[src/pkg/nand_host_pkg.sv]
// Package: command codes, timing and carrier types for the NAND host controller
package nand_host_pkg;
	localparam int unsigned CLK_PERIOD_NS     = 100;
	localparam int unsigned SERIAL_CYCLE_NS   = 25;
	localparam int unsigned STROBE_CYCLES     =
		(SERIAL_CYCLE_NS + CLK_PERIOD_NS - 1) / CLK_PERIOD_NS;
	localparam int unsigned READ_BUSY_MAX_US  = 25;
	localparam int unsigned READ_BUSY_CYCLES  = READ_BUSY_MAX_US * 1000 / CLK_PERIOD_NS;
	localparam int unsigned BUSY_START_CYCLES = 2;
	localparam int unsigned PAGE_BYTES        = 2112;
	localparam int unsigned COL_BYTES         = 2;
	localparam int unsigned ROW_BYTES         = 2;
	localparam logic [7:0]  CMD_READ_SETUP    = 8'h00;
	localparam logic [7:0]  CMD_READ_CONFIRM  = 8'h30;
	localparam logic [7:0]  CMD_PROG_SETUP    = 8'h80;
	localparam logic [7:0]  CMD_PROG_CONFIRM  = 8'h10;
	localparam logic [7:0]  CMD_ERASE_SETUP   = 8'h60;
	localparam logic [7:0]  CMD_ERASE_CONFIRM = 8'hd0;
	localparam logic [1:0]  OP_READ           = 2'h0;
	localparam logic [1:0]  OP_PROGRAM        = 2'h1;
	localparam logic [1:0]  OP_ERASE          = 2'h2;

	typedef struct packed {
		logic [1:0]  op;
		logic [15:0] column;
		logic [15:0] row;
		logic [11:0] count;
	} request_t;

	typedef struct packed {
		logic       cle;
		logic       ale;
		logic       chip_sel_n;
		logic       write_strobe_n;
		logic       read_strobe_n;
		logic       protect_n;
	} strobes_t;
endpackage : nand_host_pkg

[src/design/nand_host_ctrl.sv]
// Host controller that drives an asynchronous 8-bit NAND device through its pins
// How it works
// - Commands, addresses, data share one byte bus
// - Command latch high captures command byte
// - Address latch high captures address byte
// - Host strobes no faster than 25ns
// - Host must avoid erasing bad blocks
// - Address: two column then two row cycles; erase sends the two row cycles only
// - Read 00h/30h, program 80h/10h
// - Latch only with select low, strobe edge
`timescale 1ns/1ps
module nand_host_ctrl #(
	parameter int unsigned STROBE_HALF = nand_host_pkg::STROBE_CYCLES,
	parameter int unsigned BUSY_WAIT   = nand_host_pkg::READ_BUSY_CYCLES
) (
	input  wire logic                      I_REF_CLK,
	input  wire logic                      I_RST_N,
	input  wire logic                      i_req_valid,
	input  wire nand_host_pkg::request_t   i_req,
	input  wire logic                      i_bad_block,
	input  wire logic                      i_wr_valid,
	input  wire logic [7:0]                i_wr_data,
	input  wire logic [7:0]                i_shared_byte_bus,
	input  wire logic                      i_ready_busy,
	output logic                           o_req_ready,
	output logic                           o_wr_ready,
	output logic                           o_rd_valid,
	output logic [7:0]                     o_rd_data,
	output logic                           o_done,
	output logic                           o_error,
	output logic [7:0]                     o_shared_byte_bus,
	output logic                           o_shared_byte_bus_oe_n,
	output nand_host_pkg::strobes_t        o_pins
);
	import nand_host_pkg::*;

	typedef enum {
		IDLE, SETUP, ADDR, XFER, CONFIRM, WAIT_BUSY, WAIT_READY, READOUT, FINISH
	} state_t;

	state_t      state_q, state_d;
	request_t    req_q, req_d;
	strobes_t    pins_q, pins_d;
	logic [7:0]  bus_q, bus_d;
	logic        oe_n_q, oe_n_d;
	logic [2:0]  addr_idx_q, addr_idx_d;
	logic [11:0] cnt_q, cnt_d;
	logic [15:0] wait_q, wait_d;
	logic        phase_q, phase_d;
	logic        req_ready_q, req_ready_d;
	logic        wr_ready_q, wr_ready_d;
	logic        rd_valid_q, rd_valid_d;
	logic [7:0]  rd_data_q, rd_data_d;
	logic        done_q, done_d;
	logic        error_q, error_d;

	// Picks the address byte for the given cycle; erase sends row bytes only
	function automatic logic [7:0] addr_byte(input request_t r, input logic [2:0] idx);
		logic [2:0] k;
		k = (r.op == OP_ERASE) ? idx + 3'h2 : idx;
		case (k)
			3'h0: addr_byte = r.column[7:0];
			3'h1: addr_byte = {4'h0, r.column[11:8]};
			3'h2: addr_byte = r.row[7:0];
			default: addr_byte = r.row[15:8];
		endcase
	endfunction : addr_byte

	function automatic logic [7:0] setup_code(input logic [1:0] op);
		case (op)
			OP_READ:    setup_code = CMD_READ_SETUP;
			OP_PROGRAM: setup_code = CMD_PROG_SETUP;
			default:    setup_code = CMD_ERASE_SETUP;
		endcase
	endfunction : setup_code

	function automatic logic [7:0] confirm_code(input logic [1:0] op);
		case (op)
			OP_READ:    confirm_code = CMD_READ_CONFIRM;
			OP_PROGRAM: confirm_code = CMD_PROG_CONFIRM;
			default:    confirm_code = CMD_ERASE_CONFIRM;
		endcase
	endfunction : confirm_code

	always_comb begin
		logic strobe_done;
		logic [2:0] addr_last;
		strobe_done = (wait_q == 16'(STROBE_HALF - 1));
		addr_last   = (req_q.op == OP_ERASE) ? 3'(ROW_BYTES - 1)
			: 3'(COL_BYTES + ROW_BYTES - 1);
		state_d     = state_q;
		req_d       = req_q;
		pins_d      = pins_q;
		bus_d       = bus_q;
		oe_n_d      = oe_n_q;
		addr_idx_d  = addr_idx_q;
		cnt_d       = cnt_q;
		wait_d      = strobe_done ? 16'h0000 : wait_q + 16'h0001;
		phase_d     = phase_q;
		req_ready_d = 1'b0;
		wr_ready_d  = 1'b0;
		rd_valid_d  = 1'b0;
		rd_data_d   = rd_data_q;
		done_d      = 1'b0;
		error_d     = 1'b0;
		pins_d.protect_n = 1'b1;
		case (state_q)
			IDLE: begin
				pins_d.chip_sel_n = 1'b1;
				oe_n_d = 1'b1;
				wait_d = 16'h0000;
				req_ready_d = 1'b1;
				if (i_req_valid && req_ready_q) begin
					req_ready_d = 1'b0;
					if (i_req.op == OP_ERASE && i_bad_block) begin
						error_d = 1'b1;
						done_d  = 1'b1;
					end else begin
						req_d = i_req;
						if (i_req.op == OP_READ && i_req.count == 12'h000)
							req_d.count = 12'(PAGE_BYTES);
						pins_d.chip_sel_n = 1'b0;
						state_d = SETUP;
						phase_d = 1'b0;
						addr_idx_d = 3'h0;
					end
				end
			end
			SETUP, ADDR, CONFIRM, XFER: begin
				// Each byte is one low half of STROBE_HALF cycles and one high half of at least STROBE_HALF plus one
				if (!phase_q) begin
					pins_d.cle = (state_q == SETUP || state_q == CONFIRM);
					pins_d.ale = (state_q == ADDR);
					oe_n_d = 1'b0;
					if (state_q == SETUP) bus_d = setup_code(req_q.op);
					else if (state_q == CONFIRM) bus_d = confirm_code(req_q.op);
					else if (state_q == ADDR) bus_d = addr_byte(req_q, addr_idx_q);
					else bus_d = i_wr_data;
					if (state_q != XFER || i_wr_valid) begin
						pins_d.write_strobe_n = 1'b0;
						wr_ready_d = (state_q == XFER);
						phase_d = 1'b1;
						wait_d = 16'h0000;
					end
				end else if (strobe_done) begin
					if (pins_q.write_strobe_n == 1'b0) begin
						pins_d.write_strobe_n = 1'b1;
					end else begin
						phase_d = 1'b0;
						case (state_q)
							SETUP: state_d = ADDR;
							ADDR: begin
								addr_idx_d = addr_idx_q + 3'h1;
								if (addr_idx_q == addr_last)
									state_d = (req_q.op == OP_PROGRAM) ? XFER : CONFIRM;
							end
							XFER: begin
								cnt_d = cnt_q + 12'h001;
								if (cnt_q + 12'h001 == req_q.count) state_d = CONFIRM;
							end
							default: begin
								state_d = WAIT_BUSY;
								pins_d.cle = 1'b0;
								oe_n_d = 1'b1;
							end
						endcase
						cnt_d = (state_q == ADDR) ? 12'h000 : cnt_d;
					end
				end
			end
			WAIT_BUSY: begin
				// Give the device time to pull the busy line before polling it
				// Own count here: the strobe timer default would pin it at zero
				wait_d = wait_q + 16'h0001;
				if (wait_q == 16'(BUSY_START_CYCLES)) begin
					state_d = WAIT_READY;
					wait_d = 16'h0000;
				end
			end
			WAIT_READY: begin
				// Count stops one past the limit so a read overrun is flagged once
				wait_d = wait_q + 16'h0001;
				if (i_ready_busy) begin
					state_d = (req_q.op == OP_READ) ? READOUT : FINISH;
					wait_d = 16'h0000;
					cnt_d = 12'h000;
					phase_d = 1'b0;
				end else if (wait_q == 16'(BUSY_WAIT)) begin
					error_d = (req_q.op == OP_READ);
				end else if (wait_q > 16'(BUSY_WAIT)) begin
					wait_d = wait_q;
				end
			end
			READOUT: begin
				oe_n_d = 1'b1;
				if (!phase_q) begin
					pins_d.read_strobe_n = 1'b0;
					phase_d = 1'b1;
					wait_d = 16'h0000;
				end else if (strobe_done) begin
					if (!pins_q.read_strobe_n) begin
						pins_d.read_strobe_n = 1'b1;
						rd_data_d = i_shared_byte_bus;
						rd_valid_d = 1'b1;
					end else begin
						phase_d = 1'b0;
						cnt_d = cnt_q + 12'h001;
						if (cnt_q + 12'h001 == req_q.count) state_d = FINISH;
					end
				end
			end
			FINISH: begin
				pins_d.chip_sel_n = 1'b1;
				done_d = 1'b1;
				state_d = IDLE;
			end
			default: state_d = IDLE;
		endcase
	end

	always_ff @(posedge I_REF_CLK or negedge I_RST_N) begin
		if (!I_RST_N) begin
			state_q     <= IDLE;
			req_q       <= '0;
			pins_q      <= '{cle: 1'b0, ale: 1'b0, chip_sel_n: 1'b1, write_strobe_n: 1'b1,
				read_strobe_n: 1'b1, protect_n: 1'b0};
			bus_q       <= 8'h00;
			oe_n_q      <= 1'b1;
			addr_idx_q  <= 3'h0;
			cnt_q       <= 12'h000;
			wait_q      <= 16'h0000;
			phase_q     <= 1'b0;
			req_ready_q <= 1'b0;
			wr_ready_q  <= 1'b0;
			rd_valid_q  <= 1'b0;
			rd_data_q   <= 8'h00;
			done_q      <= 1'b0;
			error_q     <= 1'b0;
		end else begin
			state_q     <= state_d;
			req_q       <= req_d;
			pins_q      <= pins_d;
			bus_q       <= bus_d;
			oe_n_q      <= oe_n_d;
			addr_idx_q  <= addr_idx_d;
			cnt_q       <= cnt_d;
			wait_q      <= wait_d;
			phase_q     <= phase_d;
			req_ready_q <= req_ready_d;
			wr_ready_q  <= wr_ready_d;
			rd_valid_q  <= rd_valid_d;
			rd_data_q   <= rd_data_d;
			done_q      <= done_d;
			error_q     <= error_d;
		end
	end

	assign o_req_ready            = req_ready_q;
	assign o_wr_ready             = wr_ready_q;
	assign o_rd_valid             = rd_valid_q;
	assign o_rd_data              = rd_data_q;
	assign o_done                 = done_q;
	assign o_error                = error_q;
	assign o_shared_byte_bus      = bus_q;
	assign o_shared_byte_bus_oe_n = oe_n_q;
	assign o_pins                 = pins_q;
endmodule : nand_host_ctrl

[config.mk]
export PLATFORM = sky130hd
export DESIGN_NAME = nand_host_ctrl
export DESIGN_NICKNAME = d
export VERILOG_FILES = /design/src/pkg/nand_host_pkg.sv /design/src/design/nand_host_ctrl.sv
export SDC_FILE = /design/constraint.sdc
export NUM_CORES = 1
export LEC_CHECK = 0
export BUFFER_PORTS_ARGS = -buffer_cell sky130_fd_sc_hd__buf_4
export CORE_MARGIN = 3
export CORE_UTILIZATION = 35
export CTS_CLUSTER_DIAMETER = 100
export DETAILED_ROUTE_END_ITERATION = 6
export GPL_TIMING_DRIVEN = 0
export PLACE_DENSITY = 0.52
export SLEW_MARGIN = 15
export SYNTH_ARGS = -nofsm -noshare
export SYNTH_HDL_FRONTEND = slang
export SYNTH_SLANG_ARGS = --single-unit
[constraint.sdc]
create_clock -name I_REF_CLK -period 2.85 [get_ports I_REF_CLK]
set_input_delay 0.57 -clock I_REF_CLK [delete_from_list [all_inputs] [get_ports I_REF_CLK]]
set_output_delay 0.57 -clock I_REF_CLK [all_outputs]
set_load 0.05 [all_outputs]
==> metrics.md, run 1 <==
| Metric | Value |
|---|---|
| Post-DP Area | around 6500 um^2 |
| Area growth from synthesis to layout | 25.2% |
| Setup Total Neg Slack | 0 ns |
| I/O pins | 96 |
| Layout Cells excl Fill | 967 |
| Leakage | ~3.3 nW |
| First-pass GRT wire length | 24.5 mm |
| Top cell type's share of synthesized area | roughly 46% |
| CTS clk-pin slew, worst paths | 0.07 ns |
| Die area | between 15000 and 20000 um^2 |
| Port Buf Inserts | 91 |
| Crit path max fanout | 4 |
| Clock sink total | 106 |
| Max VDD drop | 0.393 mV |
| Residual DRC count | 0 |
| Combinational share of power | 29.2% |
| DR vias/cell | 5.07 |
| Crit-path cells | or4_4, nor4_4, and2_1, buf_6, a21oi_4, a2111o_1, a31oi_2, mux2_1 |
| Vias | 4903 |
| Final #Nets | 824 |
| Die Width | 132 um |
| Setup Skew | 0.00662 ns |
| Startpoint types | flip-flop |
| Worst-Margin Slew | 0.972 ns |
| Flop pwr share | around 41% |
| Family with the most delay on the worst path | simple AND/OR/NAND/NOR gates |
| Post-DP HPWL | 11.0 mm |
| Worst-Skew Late Latency | approximately 0.36 ns |
| Crit path DAT | 3.01 ns |
| Critical-path top delay cell | or4_4 |
| Netlist cell types | 61 |
| Initial Util | about 36% |
| Longest Clk Path Bufs | 2 |
| Iter 0 DRT Violations | 208 |
| Final slew viol count | 0 |
| Max Cap Viol | 0 |
| Slowest stage delay, CP | 0.57 ns |
| Slew margin rel. | 35.2% |
| FMAX | 361 MHz |
| Antenna violations before repair | 0 |
| CTS Buf Count | 9 |
| Asr flop ratio synth | 100% |
| Register bit count reported by yosys | 106 |
| EDFF count, synth | 0 |
| Fillers | 1589 |
| Net load switching power | between 0.001 and 0.0015 W |
| Ant. Diodes | 0 |
| Sequential cell area | approximately 2700 um^2 |
| Core area | 15400 um^2 |
| # rows | 45 |
| Clock share of power | roughly 30% |
| Register area share after synthesis | 47.5% |
| Fraction of layout cells with a size suffix above 1 | 20.9% |
| Power Dens Cells | slightly below 600 nW/um^2 |
| Total gr overflow | 0 |
| Cell count after synthesis | 636 |
| Number of detailed-route iterations in the first pass | 4 |
| Clock Tree Root | clkbuf_16 |
| DRT Wirelength | 15.1 mm |
| WHS | about 0.36 ns |
| Cell Area, Synth | 5600 um^2 |
| Synth area leader | dfrtp_1 |
| Area of the multi-input gates | between 2000 and 3000 um^2 |
| Final setup violation count | 0 |
| Most common cell after layout, fill and taps aside | nand2_1 |
| Largest net degree at the start of global routing | 107 |
| Syn_nets | 709 |
| Yosys warning count | 0 |
| Crit path capture type | flip-flop |
| Die Span Y | 132 um |
| Post-route minimum period | 2.77 ns |
| RSZ-0062 raised after global routing | true |
| Ys flop type | dfrtp_1 |
| Vias in the first global route | 4798 |
| Final Cell Area | between 7000 and 8000 um^2 |
| DP Cell Count | 938 |
| Worst path bufs/invs | 1 |
| WS Path Type | reg -> reg |
| Hold Path Class | in -> async |
| Wire length per cell | 15.6 um |
| Mean Syn Cell Area | 8.80 um^2 |
| H-tree levels | 3 |
| CTS tree | built |
| Endpoints failing hold | 0 |
| Status | finished, final reports clean |
| Routability cong. | 0.849 |
| GRT Util Overall | 17.2% |
| Pint | 0.00272 W |
| Flop2flop setup slack | 0.08 ns |
| Final antenna-violating net count | 0 |
| Setup WS pre-CTS | -0.305 ns |
| Synth top area cells | dfrtp_1 (46%), nand2_1 (9.8%), nor2_1 (4.2%) |
| CP required | between 3 and 4 ns |
| Final WS setup | 0.0802 ns |
| Tcrit/Tclk final | 97.2% |
| Switch share | 34.7% |
| Most frequent cells in the layout | nand2_1 (146), buf_4 (103), dfrtp_1 (100) |
cell usage after synthesis, types with 3 or more instances:
| master | n |
|---|---|
| clkbuf_1 | 31 |
| nand2b_1 | 9 |
| nor4_1 | 8 |
| ha_1 | 5 |
| nand4_1 | 8 |
| xor2_1 | 16 |
| and4_1 | 4 |
| dfrtp_1 | 102 |
| dfstp_2 | 4 |
| o21ai_0 | 29 |
| a221oi_1 | 8 |
| nand2_1 | 146 |
| nand3_1 | 23 |
| and3_1 | 15 |
| a22o_1 | 11 |
| mux2i_1 | 4 |
| a21o_1 | 5 |
| nor3_1 | 10 |
| nor3b_1 | 4 |
| inv_1 | 14 |
| or3_1 | 5 |
| a31oi_1 | 4 |
| o22a_1 | 3 |
| o31ai_1 | 6 |
| mux2_2 | 11 |
| a211oi_1 | 3 |
| nor2b_1 | 8 |
| nor2_1 | 62 |
| o21ai_1 | 3 |
| a21oi_1 | 21 |
| xnor2_1 | 18 |
per-stage QoR:
stage	util (%)	total power, W
detailed placement	42.4	0.00289
global placement	42.4	0.00288
CTS	45.1	0.00422
finish	45.4	0.00417
global route	45.4	0.00440
floorplan	-	0.00251
per-layer routing:
| layer | share of wire (%) | track usage [%] | up-vias |
|---|---|---|---|
| met5 | 0 | 0 | - |
| met4 | 1.8 | 5.08 | 0 |
| met3 | 4.6 | 3.80 | 19 |
| met2 | 49 | 29.2 | 129 |
| met1 | 45 | 22.0 | 2313 |
| li1 | - | - | 2442 |
sequential cells by signal, summed over array words and instances (netlist names), 3 cells and up:
signal and cells:
o_pins 6, wait_q 16, o_shared_byte_bus 8, req_q 42
state_q 4, addr_idx_q 3, o_rd_data 8, cnt_q 12
power by group through the flow:
stage | Clock, W | Sequential, W | Combinational, W
after floorplan | 0 | 0.00200 | 0.000513
after global placement | 0 | 0.00175 | 0.00114
after detailed placement | 0 | 0.00176 | 0.00114
after CTS | 0.00128 | 0.00173 | 0.00122
after global routing | 0.00134 | 0.00174 | 0.00132
final | 0.00123 | 0.00173 | 0.00122
cell type report:
type	instances	share of cell area [%]
multi-input combinational	482	40.1
clock buffer	10	3.27
sequential	106	38.0
timing repair buffer	104	11.2
clock inverter	6	0.893
inverter	15	0.857
tap	211	3.77
buffer	33	2.00
worst paths after layout:
kind | startpoint | to | cells after the start
hold reg to reg | req_q[35]$_DFFE_PN0P_ | req_q[35]$_DFFE_PN0P_ | 2
max in group asynchronous | I_RST_N | wait_q[1]$_DFFE_PN0P_ | 1
hold / removal | I_RST_N | cnt_q[1]$_DFFE_PN0P_ | 1
setup / recovery | wait_q[13]$_DFFE_PN0P_ | state_q[2]$_DFFE_PN0P_ | 8
setup reg to reg | wait_q[13]$_DFFE_PN0P_ | state_q[2]$_DFFE_PN0P_ | 8
min in group I_REF_CLK | i_req[15] | req_q[15]$_DFFE_PN0P_ | 3
repair_timing:
item | CTS | global route
resized for setup | 10 | 18
endpoints found under the setup margin | 13 | 37
buffers inserted | 10 | 3
hold buffers | 0 | 0
pin swaps | 2 | 3
kinds of logic after synthesis:
group	Yosys count	synth area share (%)
multiplexers	16	3.13
other	1	0.0670
AND/OR/NAND/NOR	313	25.7
AO/OA/AOI/OAI	112	13.7
buffers and inverters	48	3.29
XOR/XNOR	34	5.32
adder cells (fa/ha/maj)	6	1.30
flip-flops	106	47.5
No activity file was read; power rests on OpenSTA's default activity.
==> run 2: changes to the inputs <==
--- a/config.mk
+++ b/config.mk
@@ -8,10 +8,12 @@
 export BUFFER_PORTS_ARGS = -buffer_cell sky130_fd_sc_hd__buf_4
 export CORE_MARGIN = 3
 export CORE_UTILIZATION = 35
+export CTS_BUF_LIST = sky130_fd_sc_hd__clkbuf_8
 export CTS_CLUSTER_DIAMETER = 100
+export CTS_CLUSTER_SIZE = 28
 export DETAILED_ROUTE_END_ITERATION = 6
 export GPL_TIMING_DRIVEN = 0
-export PLACE_DENSITY = 0.52
+export PLACE_DENSITY = 0.58
 export SLEW_MARGIN = 15
 export SYNTH_ARGS = -nofsm -noshare
 export SYNTH_HDL_FRONTEND = slang
==> metrics.md, run 2 (same netlist as run 1, synthesis figures left out) <==
| Metric | Value |
|---|---|
| Routability cong. | 0.875 (+3.0%) |
| Die Span Y | 132 um (unchanged) |
| Worst-Margin Slew | 1.03 ns (+0.0608 ns) |
| Most common cell after layout, fill and taps aside | nand2_1 |
| # rows | 45 (unchanged) |
| Max Cap Viol | 0 (unchanged) |
| Largest regs | req_q (42), wait_q (16), cnt_q (12) |
| Post-DP HPWL | 10.9 mm (-0.85%) |
| Setup Skew | 0.0102 ns (+0.00361 ns) |
| I/O pins | 96 (unchanged) |
| Critical-path top delay cell | or4_4 |
| Flop2flop setup slack | 0.11 ns (+0.03 ns) |
| Vias | 4941 (+0.78%) |
| Ant. Diodes | 0 (unchanged) |
| Family with the most delay on the worst path | simple AND/OR/NAND/NOR gates |
| WHS | 0.236 ns (-0.124 ns) |
| Leakage | 3.27 nW (-0.14%) |
| Iter 0 DRT Violations | 201 (-3.4%) |
| Status | finished, final reports clean |
| Pwr Total | 0.00404 W (-3.1%) |
| Final #Nets | 828 (+0.49%) |
| Slowest stage delay, CP | 0.57 ns (about the same) |
| Most frequent cells in the layout | nand2_1 (146), buf_4 (108), dfrtp_1 (99) |
| CTS tree | built |
| Slew margin rel. | 31.1% (-4.1 points) |
| GRT Util Overall | 17.5% (+0.32 points) |
| Power Dens Cells | 578 nW/um^2 (-2.9%) |
| Number of detailed-route iterations in the first pass | 4 (unchanged) |
| Initial Util | 36.3% (unchanged) |
| H-tree levels | 3 (unchanged) |
| CTS clk-pin slew, worst paths | 0.11 ns (+0.04 ns) |
| Crit path max fanout | 5 (+1) |
| Crit-path cells | or4_4, nor4_4, and2_1, buf_6, a21oi_4, a2111o_1, a31oi_1, mux2_1 |
| CP required | 3.13 ns (+0.04 ns) |
| Worst-Skew Late Latency | 0.39 ns (+0.03 ns) |
| Port Buf Inserts | 91 (unchanged) |
| DRT Wirelength | 14.9 mm (-0.91%) |
| Clock sink total | 106 (unchanged) |
| Final slew viol count | 0 (unchanged) |
| Worst path bufs/invs | 1 (unchanged) |
| Tcrit/Tclk final | 96.0% (-1.2 points) |
| Longest Clk Path Bufs | 2 (unchanged) |
| Area of the multi-input gates | 2820 um^2 (+0.49%) |
| Final antenna-violating net count | 0 (unchanged) |
| Die Width | 132 um (unchanged) |
| DR vias/cell | 5.09 (+0.36%) |
| R2r startpoint | wait_q[13]$_DFFE_PN0P_ |
| Setup Total Neg Slack | 0 ns (unchanged) |
| Hold Path Class | in -> async |
| Largest net degree at the start of global routing | 107 (unchanged) |
| CTS Buf Count | 9 (unchanged) |
| Die area | 17500 um^2 (unchanged) |
| Max VDD drop | 0.315 mV (-20%) |
| Residual DRC count | 0 (unchanged) |
| Antenna violations before repair | 0 (unchanged) |
| Sequential cell area | 2660 um^2 (about the same) |
| Area growth from synthesis to layout | 24.9% |
| Post-route minimum period | 2.74 ns (-0.0330 ns) |
| Wire length per cell | 15.4 um (-1.3%) |
| Worst Setup SP | wait_q[13]$_DFFE_PN0P_ |
| Reg2Reg Depth | 8 (unchanged) |
| FF-to-FF End | state_q[2]$_DFFE_PN0P_ |
| Clock Tree Root | clkbuf_8 |
| Final setup violation count | 0 (unchanged) |
| WS Path Type | reg -> reg |
| Crit path DAT | 3.02 ns (about the same) |
| Fillers | 1551 (-2.4%) |
| Endpoints failing hold | 0 (unchanged) |
| Startpoint types | flip-flop |
| Vias in the first global route | 4979 (+3.8%) |
| First-pass GRT wire length | 24.9 mm (+1.6%) |
| Most flops, register | req_q |
| Max reg flops | 42 (unchanged) |
| Fraction of layout cells with a size suffix above 1 | 21.8% (+0.94 points) |
| Total gr overflow | 0 (unchanged) |
| Crit path capture type | flip-flop |
| FMAX | 365 MHz (+1.2%) |
| RSZ-0062 raised after global routing | false |
| Core area | 15400 um^2 (unchanged) |
run 2: final cells by class:
| class | instances | area share [%] |
|---|---|---|
| multi-input cells | 482 | 40.3 |
| clock buffers | 9 | 1.77 |
| well taps | 211 | 3.78 |
| flip-flops and latches | 106 | 38.1 |
| repair buffers | 108 | 11.6 |
| inverters | 15 | 0.859 |
| clock inverters | 7 | 1.54 |
| plain buffers | 33 | 2.00 |
run 2: repair_timing:
item	4_1_cts	5_1_grt
endpoints found under the hold margin	0	0
hold buffers	0	0
pin swaps	3	2
resized for setup	10	21
setup endpoints to repair	11	52
setup buffers	9	8
run 2: worst max path at each step:
| stage | slack (ns) | endpoint | cells past startpoint |
|---|---|---|---|
| detailed placement | -0.29 | cnt_q[10]$_DFFE_PN0P_ | 9 |
| finish | 0.11 | state_q[2]$_DFFE_PN0P_ | 8 |
| global route | 0.008 | state_q[2]$_DFFE_PN0P_ | 8 |
| floorplan | 0.22 | state_q[2]$_DFFE_PN0P_ | 10 |
| CTS | 0.02 | state_q[2]$_DFFE_PN0P_ | 10 |
| global placement | -0.24 | cnt_q[10]$_DFFE_PN0P_ | 9 |
run 2: stage by stage:
| step | worst slack [ns] | cell area, um^2 | util [%] | std cells |
|---|---|---|---|---|
| global route | 0.00848 | 6990 | 45.3 | 971 |
| detailed placement | -0.288 | 6550 | 42.4 | 938 |
| global placement | -0.238 | 6540 | 42.4 | 938 |
| floorplan | 0.221 | 5600 | - | 636 |
| finish | 0.113 | 6990 | 45.3 | 971 |
| CTS | 0.0164 | 6890 | 44.6 | 963 |
run 2: per-layer routing:
metal	part of all wire, %	vias to the layer above	global-route usage, %	wire (um)
li1	-	2437	-	-
met1	44	2377	22.4	6630
met2	49	108	28.8	7290
met3	4.6	19	3.76	686
met4	2.2	0	7.16	327
met5	0	-	0	0
run 2: report_power, final:
group / internal [W] / leakage (nW) / switching, W
registers: 0.00163 / 1.34 / 0.0000982
clock network: 0.000513 / 0.114 / 0.000567
logic: 0.000484 / 1.82 / 0.000750
total: 0.00263 / 3.27 / 0.00142
run 2: worst reg2reg max path, stage by stage (launching register included):
cell and delay [ns]:
dfrtp_1 0.44, or4_4 0.57, nor4_4 0.31, and2_1 0.17
buf_6 0.10, a21oi_4 0.05, a2111o_1 0.43, a31oi_1 0.21
mux2_1 0.34
